==> src/include/xps_pkg.sv <==
// package: offsets, field positions, reset values and address windows of the peripheral select
package xps_pkg;
  localparam int ADDR_W = 8;
  localparam int DATA_W = 16;
  localparam int BUS_ADDR_W = 24;
  // register offsets
  localparam logic [7:0] OFS_PERSEL = 8'h12;
  localparam logic [7:0] OFS_SYSCFG = 8'h00;
  localparam logic [7:0] OFS_STATUS = 8'h04;
  localparam logic [7:0] OFS_TIMING0 = 8'h08;
  localparam logic [7:0] OFS_TIMING1 = 8'h09;
  localparam logic [7:0] OFS_WINSEL0 = 8'h0a;
  localparam logic [7:0] OFS_WINSEL1 = 8'h0b;
  // field positions of the selection register
  localparam int BIT_CAN1 = 0;
  localparam int BIT_CAN2 = 1;
  localparam int BIT_RAM1 = 2;
  localparam int BIT_RAM2 = 3;
  localparam int BIT_CLK = 4;
  localparam int SEL_W = 5;
  localparam logic [4:0] SEL_RESET = 5'h05;
  localparam logic [4:0] SEL_ALL = 5'h1f;
  // field positions of the system configuration register
  localparam int BIT_GLOBAL_EN = 2;
  localparam int BIT_OSC_STOP = 0;
  // address windows, inclusive
  localparam logic [23:0] CAN_LO = 24'h00ee00;
  localparam logic [23:0] CAN_HI = 24'h00efff;
  localparam logic [23:0] RAM1_LO = 24'h00e000;
  localparam logic [23:0] RAM1_HI = 24'h00e7ff;
  localparam logic [23:0] RAM2_LO = 24'h00c000;
  localparam logic [23:0] RAM2_HI = 24'h00dfff;
  localparam logic [23:0] CLK_LO = 24'h00ec00;
  localparam logic [23:0] CLK_HI = 24'h00ecff;
  // external window select: upper address bits compared against a stored base
  localparam int WIN_SEL_LSB = 12;
  localparam int NUM_WIN = 2;
endpackage

==> src/include/xps_route_if.sv <==
// interface: effective selection handed to the address router and its answers
`timescale 1ns/100ps
interface xps_route_if;
  logic [4:0] sel_eff;
  logic [23:0] addr;
  logic [15:0] timing [2];
  logic [11:0] win_base [2];
  logic go_external;
  logic [15:0] timing_sel;
  logic timing_hit;
  modport ctrl (output sel_eff, output addr, output timing, output win_base,
                input go_external, input timing_sel, input timing_hit);
  modport route (input sel_eff, input addr, input timing, input win_base,
                 output go_external, output timing_sel, output timing_hit);
endinterface

==> src/rtl/xps_router.sv <==
// address router: decides external redirection and picks the bus timing
`timescale 1ns/100ps
module xps_router (
  // clock and reset
  input wire logic clk,
  input wire logic rst_n,
  // selection and address
  xps_route_if.route rt
);
  logic can_any;
  logic in_can;
  logic in_ram1;
  logic in_ram2;
  logic in_clk;
  logic [1:0] hit;

  always_comb begin
    can_any = rt.sel_eff[xps_pkg::BIT_CAN1] | rt.sel_eff[xps_pkg::BIT_CAN2];
    in_can = rt.addr >= xps_pkg::CAN_LO && rt.addr <= xps_pkg::CAN_HI;
    in_ram1 = rt.addr >= xps_pkg::RAM1_LO && rt.addr <= xps_pkg::RAM1_HI;
    in_ram2 = rt.addr >= xps_pkg::RAM2_LO && rt.addr <= xps_pkg::RAM2_HI;
    in_clk = rt.addr >= xps_pkg::CLK_LO && rt.addr <= xps_pkg::CLK_HI;
    rt.go_external = (in_can && !can_any)
      || (in_ram1 && !rt.sel_eff[xps_pkg::BIT_RAM1])
      || (in_ram2 && !rt.sel_eff[xps_pkg::BIT_RAM2])
      || (in_clk && !rt.sel_eff[xps_pkg::BIT_CLK] && !can_any);
  end

  // lowest matching window wins; no match leaves timing zero
  genvar g;
  generate
    for (g = 0; g < xps_pkg::NUM_WIN; g++) begin : g_win
      assign hit[g] = rt.addr[23:xps_pkg::WIN_SEL_LSB] == rt.win_base[g];
    end
  endgenerate

  always_comb begin
    rt.timing_hit = |hit;
    if (hit[0]) begin
      rt.timing_sel = rt.timing[0];
    end else if (hit[1]) begin
      rt.timing_sel = rt.timing[1];
    end else begin
      rt.timing_sel = '0;
    end
  end

  property p_ram2_ext;
    @(posedge clk) disable iff (!rst_n)
      (in_ram2 && !rt.sel_eff[xps_pkg::BIT_RAM2]) |-> rt.go_external;
  endproperty
  a_ram2_ext: assert property (p_ram2_ext) else $error("large ram window not external");

  property p_can_int;
    @(posedge clk) disable iff (!rst_n)
      (in_can && can_any) |-> !rt.go_external;
  endproperty
  a_can_int: assert property (p_can_int) else $error("can window left chip while enabled");
endmodule

==> src/rtl/xps_top.sv <==
// peripheral select register bank with address routing and pin release
//
// Operation
// - both CAN off sends CAN window external
// - external access uses matching window timing
// - disabled CAN frees its two port lines
// - reset enables CAN1 and small RAM
// - global enable locks the selection register
// - emulation forces all selection bits on
// - clock calendar enable allows its access
// - calendar off stops oscillator in powerdown
// - calendar on, stop bit chooses oscillator
// - small RAM off sends its window external
// - large RAM off sends its window external
// - calendar off with both CAN off external
//
// The address-and-strobe port and the placing of the registers are this design's own decisions.
`timescale 1ns/100ps
module xps_top (
  // clock and reset
  input wire logic core_clk,
  input wire logic nrst,
  // register port
  input wire logic [7:0] reg_addr,
  input wire logic [15:0] reg_wdata,
  input wire logic reg_wr,
  input wire logic reg_rd,
  output logic [15:0] reg_rdata,
  // mode and power pins
  input wire logic emulation_operation,
  input wire logic powerdown_req,
  input wire logic oscillator_powerdown_stop,
  // access address from the core
  input wire logic [23:0] bus_addr,
  // routing results
  output logic route_external,
  output logic [15:0] external_bus_timing,
  output logic calendar_access_ok,
  output logic oscillator_run,
  output logic first_can_pins_free,
  output logic second_can_pins_free
);
  logic rst_s1;
  logic rst_n;
  logic emu_s1;
  logic emu_s2;
  logic pd_s1;
  logic pd_s2;
  logic ostop_s1;
  logic ostop_s2;
  logic [4:0] bus_peripheral_select_reg;
  logic global_bus_peripheral_enable;
  logic [15:0] timing_reg [2];
  logic [11:0] base_reg [2];
  logic [4:0] sel_eff;
  logic [15:0] rdata_next;
  xps_route_if rt ();

  ////////////////////////////////////////////////////////////////////////////
  // reset release and input synchronisers
  always_ff @(posedge core_clk or negedge nrst) begin
    if (!nrst) begin
      rst_s1 <= 1'b0;
      rst_n <= 1'b0;
    end else begin
      rst_s1 <= 1'b1;
      rst_n <= rst_s1;
    end
  end

  always_ff @(posedge core_clk or negedge rst_n) begin
    if (!rst_n) begin
      emu_s1 <= 1'b0;
      emu_s2 <= 1'b0;
      pd_s1 <= 1'b0;
      pd_s2 <= 1'b0;
      ostop_s1 <= 1'b0;
      ostop_s2 <= 1'b0;
    end else begin
      emu_s1 <= emulation_operation;
      emu_s2 <= emu_s1;
      pd_s1 <= powerdown_req;
      pd_s2 <= pd_s1;
      ostop_s1 <= oscillator_powerdown_stop;
      ostop_s2 <= ostop_s1;
    end
  end

  ////////////////////////////////////////////////////////////////////////////
  // registers
  always_ff @(posedge core_clk or negedge rst_n) begin
    if (!rst_n) begin
      bus_peripheral_select_reg <= xps_pkg::SEL_RESET;
    end else if (reg_wr && reg_addr == xps_pkg::OFS_PERSEL
                 && !global_bus_peripheral_enable) begin
      bus_peripheral_select_reg <= reg_wdata[4:0];
    end
  end

  // the global enable is write-once: only reset clears it
  always_ff @(posedge core_clk or negedge rst_n) begin
    if (!rst_n) begin
      global_bus_peripheral_enable <= 1'b0;
    end else if (reg_wr && reg_addr == xps_pkg::OFS_SYSCFG
                 && reg_wdata[xps_pkg::BIT_GLOBAL_EN]) begin
      global_bus_peripheral_enable <= 1'b1;
    end
  end

  always_ff @(posedge core_clk or negedge rst_n) begin
    if (!rst_n) begin
      timing_reg[0] <= '0;
      timing_reg[1] <= '0;
      base_reg[0] <= '0;
      base_reg[1] <= '0;
    end else if (reg_wr) begin
      if (reg_addr == xps_pkg::OFS_TIMING0) begin
        timing_reg[0] <= reg_wdata;
      end
      if (reg_addr == xps_pkg::OFS_TIMING1) begin
        timing_reg[1] <= reg_wdata;
      end
      if (reg_addr == xps_pkg::OFS_WINSEL0) begin
        base_reg[0] <= reg_wdata[11:0];
      end
      if (reg_addr == xps_pkg::OFS_WINSEL1) begin
        base_reg[1] <= reg_wdata[11:0];
      end
    end
  end

  always_comb begin
    sel_eff = emu_s2 ? xps_pkg::SEL_ALL : bus_peripheral_select_reg;
  end

  ////////////////////////////////////////////////////////////////////////////
  // read port
  always_comb begin
    rdata_next = '0;
    unique case (reg_addr)
      xps_pkg::OFS_PERSEL: rdata_next = {11'h000, sel_eff};
      xps_pkg::OFS_SYSCFG: rdata_next = {13'h0000, global_bus_peripheral_enable, 2'h0};
      xps_pkg::OFS_STATUS: rdata_next = {14'h0000, route_external, oscillator_run};
      xps_pkg::OFS_TIMING0: rdata_next = timing_reg[0];
      xps_pkg::OFS_TIMING1: rdata_next = timing_reg[1];
      xps_pkg::OFS_WINSEL0: rdata_next = {4'h0, base_reg[0]};
      xps_pkg::OFS_WINSEL1: rdata_next = {4'h0, base_reg[1]};
      default: rdata_next = '0;
    endcase
  end

  always_ff @(posedge core_clk or negedge rst_n) begin
    if (!rst_n) begin
      reg_rdata <= '0;
    end else if (reg_rd) begin
      reg_rdata <= rdata_next;
    end else begin
      reg_rdata <= '0;
    end
  end

  ////////////////////////////////////////////////////////////////////////////
  // routing
  assign rt.sel_eff = sel_eff;
  assign rt.addr = bus_addr;
  assign rt.timing = timing_reg;
  assign rt.win_base = base_reg;

  xps_router u_router (
    .clk(core_clk),
    .rst_n(rst_n),
    .rt(rt.route)
  );

  always_ff @(posedge core_clk or negedge rst_n) begin
    if (!rst_n) begin
      route_external <= 1'b0;
      external_bus_timing <= '0;
    end else begin
      route_external <= rt.go_external;
      external_bus_timing <= rt.go_external ? rt.timing_sel : '0;
    end
  end

  always_ff @(posedge core_clk or negedge rst_n) begin
    if (!rst_n) begin
      calendar_access_ok <= 1'b0;
      oscillator_run <= 1'b1;
      first_can_pins_free <= 1'b0;
      second_can_pins_free <= 1'b1;
    end else begin
      calendar_access_ok <= sel_eff[xps_pkg::BIT_CLK];
      if (!pd_s2) begin
        oscillator_run <= 1'b1;
      end else if (!sel_eff[xps_pkg::BIT_CLK]) begin
        oscillator_run <= 1'b0;
      end else begin
        oscillator_run <= !ostop_s2;
      end
      first_can_pins_free <= !sel_eff[xps_pkg::BIT_CAN1];
      second_can_pins_free <= !sel_eff[xps_pkg::BIT_CAN2];
    end
  end

  ////////////////////////////////////////////////////////////////////////////
  // checks
  property p_lock;
    @(posedge core_clk) disable iff (!rst_n)
      global_bus_peripheral_enable |=> $stable(bus_peripheral_select_reg);
  endproperty
  a_lock: assert property (p_lock) else $error("selection changed after lock");

  property p_locked_write;
    @(posedge core_clk) disable iff (!rst_n)
      (global_bus_peripheral_enable && reg_wr && reg_addr == xps_pkg::OFS_PERSEL)
      |=> bus_peripheral_select_reg == $past(bus_peripheral_select_reg);
  endproperty
  a_locked_write: assert property (p_locked_write) else $error("locked write took effect");

  property p_emu;
    @(posedge core_clk) disable iff (!rst_n)
      emu_s2 |=> first_can_pins_free == 1'b0 && second_can_pins_free == 1'b0
        && calendar_access_ok;
  endproperty
  a_emu: assert property (p_emu) else $error("emulation did not force all on");

  property p_osc_off;
    @(posedge core_clk) disable iff (!rst_n)
      (pd_s2 && !sel_eff[xps_pkg::BIT_CLK]) |=> !oscillator_run;
  endproperty
  a_osc_off: assert property (p_osc_off) else $error("oscillator kept running");

  property p_osc_sel;
    @(posedge core_clk) disable iff (!rst_n)
      (pd_s2 && sel_eff[xps_pkg::BIT_CLK]) |=> oscillator_run == !$past(ostop_s2);
  endproperty
  a_osc_sel: assert property (p_osc_sel) else $error("stop bit ignored");

  property p_pins;
    @(posedge core_clk) disable iff (!rst_n)
      1'b1 |=> second_can_pins_free == !$past(sel_eff[xps_pkg::BIT_CAN2]);
  endproperty
  a_pins: assert property (p_pins) else $error("second can pins wrong");

  property p_cal;
    @(posedge core_clk) disable iff (!rst_n)
      1'b1 |=> calendar_access_ok == $past(sel_eff[xps_pkg::BIT_CLK]);
  endproperty
  a_cal: assert property (p_cal) else $error("calendar access flag wrong");

  property p_reset_val;
    @(posedge core_clk) $rose(rst_n) |-> bus_peripheral_select_reg == xps_pkg::SEL_RESET;
  endproperty
  a_reset_val: assert property (p_reset_val) else $error("bad reset selection");

  property p_timing;
    @(posedge core_clk) disable iff (!rst_n)
      (rt.go_external && rt.timing_hit) |=> external_bus_timing == $past(rt.timing_sel);
  endproperty
  a_timing: assert property (p_timing) else $error("external timing not taken");
endmodule

==> config.mk <==
export PLATFORM = sky130hd
export DESIGN_NAME = xps_top
export DESIGN_NICKNAME = d
export VERILOG_FILES = /design/src/include/xps_pkg.sv /design/src/include/xps_route_if.sv /design/src/rtl/xps_router.sv /design/src/rtl/xps_top.sv
export SDC_FILE = /design/constraint.sdc
export NUM_CORES = 1
export LEC_CHECK = 0
export BUFFER_PORTS_ARGS = -buffer_cell sky130_fd_sc_hd__clkbuf_2
export CORE_MARGIN = 1.5
export CORE_UTILIZATION = 59
export CTS_CLUSTER_SIZE = 8
export DETAILED_ROUTE_END_ITERATION = 7
export HOLD_SLACK_MARGIN = 0.15
export PLACE_DENSITY = 0.84
export SLEW_MARGIN = 20
export SYNTH_ARGS = -nofsm -noshare
export SYNTH_HDL_FRONTEND = slang
export SYNTH_SLANG_ARGS = --single-unit
==> constraint.sdc <==
create_clock -name core_clk -period 5.7 [get_ports core_clk]
set_input_delay 0.285 -clock core_clk [delete_from_list [all_inputs] [get_ports core_clk]]
set_output_delay 0.285 -clock core_clk [all_outputs]
set_load 0.02 [all_outputs]
==> reports/qor.yml <==
outcome: "complete, no violations"
nNetsFinal: 514
drive_gt1_share_pct: 37.5
dpl.hpwl_um: 7260
die_y_um: 93.2
gp_congestion: 0.911
routed_wirelength_um: 10400
yosysWarnings: 0
grt_pass1_vias: 3281
antenna_left: 0
yosys.area.top_type: "dfrtp_1"
yosys-top-cells-area: "dfrtp_1 54%, mux2_2 11%, mux2_1 4.7%"
async_flop_share_pct: 100
area_growth_syn_to_layout_pct: 15.3
skew_ps: 9.05
mostFrequentLayoutCells: "102 x dfrtp_1, 83 x clkbuf_2, 47 x mux2_2"
fin_setup_tns_ps: 0
io_pins: 92
finalSetupViolCount: 0
final_cell_area_um2: 5540
rsz0062_at_grt: "false"
finalCriticalPeriod_ps: 2280
power_density_nw_per_um2: 251
start_kind: "flop"
cp_cell_sequence: "xor2_1 -> nor4_4 -> nand2_1 -> or3_1 -> a21oi_1"
worst_pin_slew_ps: 1050
max_freq_mhz: 439
synthCells: 374
final_cells: 566
finalHoldViolCount: 0
synth-main-ff-cell: "dfrtp_1"
crit_fanout: 16
drt_iter0_markers: 310
synth.distinct_cells: 45
synth_adder_area_share_pct: 0
syn_area_um2: 4800
synth-compound-area-share_pct: 4.48
crit_type: "flop to flop"
largest_register_ffs: 32
final_common_cell: "dfrtp_1"
grt_pass1_wl_um: 17200
synth_top_family_by_area: "multiplexers"
endpoint_kind: "flop"
max_slew_margin_pct: 29.8
rows: 32
portBuffers: 83
critPathSlowestCell: "nor4_4"
ir_drop_uv: 125
wire_per_inst_um: 18.4
hold_class: "input port to flop"
placed_area_um2: 5270
yosysSeqAreaShare_pct: 55.9
synth_edf_count: 0
nFillCells: 564
synth_nets: 429
muxShareOfSynthArea_pct: 20.7
overflow: 0
slowest_delay_ps: 900
cts_sinks: 107
cap_viol_max_count: 0
dpl.cell_count: 543
finalCritPeriodShare_pct: 40.0
yosys.area_share.xor_xnor_pct: 4.38
remaining_drc_errors: 0
numCtsBuffers: 9
drv_slew: 0
initial_core_util_pct: 61.5
synth-seq-cells: 107
clk_pin_slew_worst_paths_ps: 100
syn_area_per_cell_um2: 12.8
seqCellArea_um2: 2690
arrival_ps: 2560
core_um2: 7810
grt_max_degree: 68
root_buffer: "clkbuf_8"
vias: 3252
die_width_um: 93.2
cts-resized-gates: 0
antenna_cells: 0
cts_tree: "done"
via_per_inst: 5.75
required_ps: 5980
whs_ps: 163
multi_input_area_um2: 2010
clk_latency_ps: 370
die_area_um2: 8690
power.total_mw: 1.39
drt_first_pass_iters: 4
power_leakage_nw: 2.63
htree_levels: 3
clk_path_buf_depth: 2
synthSimpleGateAreaFrac_pct: 12.1
track_usage_pct: 26.5
grt_antenna_before_repair: 0
synth_top_area_share_pct: 53.7
-- power breakdown --
part	leakage, nW	total [mW]	internal (mW)	switching, mW
logic	1.09	0.115	0.0550	0.0602
clock network	0.0970	0.463	0.217	0.246
registers	1.45	0.810	0.785	0.0248
total	2.63	1.39	1.06	0.331
-- path summary, 6_finish.rpt --
check	from	to	slack, ps	cells past startpoint
max reg2reg	base_reg[10]	external_bus_timing[8]	3420	5
max in group asynchronous	rst_n	external_bus_timing[2]	4210	1
min	reg_wdata[15]	rt.timing[15]	160	2
max	base_reg[10]	external_bus_timing[8]	3420	5
min in group asynchronous	nrst	rst_n	240	2
min reg2reg	rst_n	base_reg[6]	290	0
-- metrics by stage --
step                utilization [%]  setup slack, ps
floorplan                         -             2510
global placement               67.5             3410
detailed placement             67.5             3320
CTS                            70.9             3460
global route                   70.9             3240
finish                         70.9             3420
-- timing repair --
| item | 4_1_cts | 5_1_grt |
|---|---|---|
| buffers inserted | 0 | 0 |
| hold endpoints to repair | 8 | 0 |
| hold buffers | 7 | 0 |
-- per-layer routing --
metal / routed length (um) / vias to the layer above / GRT usage [%]
met5: 0 / - / 0
met4: 151 / 0 / 8.71
met3: 485 / 10 / 3.41
met2: 5310 / 90 / 43.2
met1: 4480 / 1658 / 37.0
li1: - / 1494 / -
-- area by class of cell --
type | count | area share, %
Clock inverter | 4 | 0.927
Timing Repair Buffer | 92 | 9.04
Inverter | 4 | 0.271
Multi-Input combinational cell | 245 | 36.3
Sequential cell | 107 | 48.5
Tap cell | 102 | 2.31
Clock buffer | 12 | 2.62
-- synthesized netlist by cell type (6+ instances only) --
master and n:
nor2_1 8, nor2b_1 8, or3_1 16, nand3_1 6, nand2_1 37, mux2_1 20
mux2i_1 6, clkbuf_1 6, dfrtp_1 103, buf_2 9, a21oi_1 19, mux4_2 8
mux2_2 47, xor2_1 12, xnor2_1 12, nor3_1 7
-- cells by family (layout without fill, tap and decap cells) --
logic type	Yosys count	after routing
DFF	107	107
and+or+nand+nor	104	104
muxes	81	81
AOI/OAI and AO/OA	35	35
xor gates and xnor gates	24	24
buffers and inverters	22	112
other	1	1
-- worst max-delay path: cells and delay by family (launching register included) --
| kind | cells | cell delay, ps |
|---|---|---|
| XOR/XNOR | 1 | 180 |
| AND/OR/NAND/NOR | 3 | 1370 |
| AO/OA/AOI/OAI | 1 | 200 |
| flip-flops | 1 | 440 |
(Power assumes the default switching activity.)
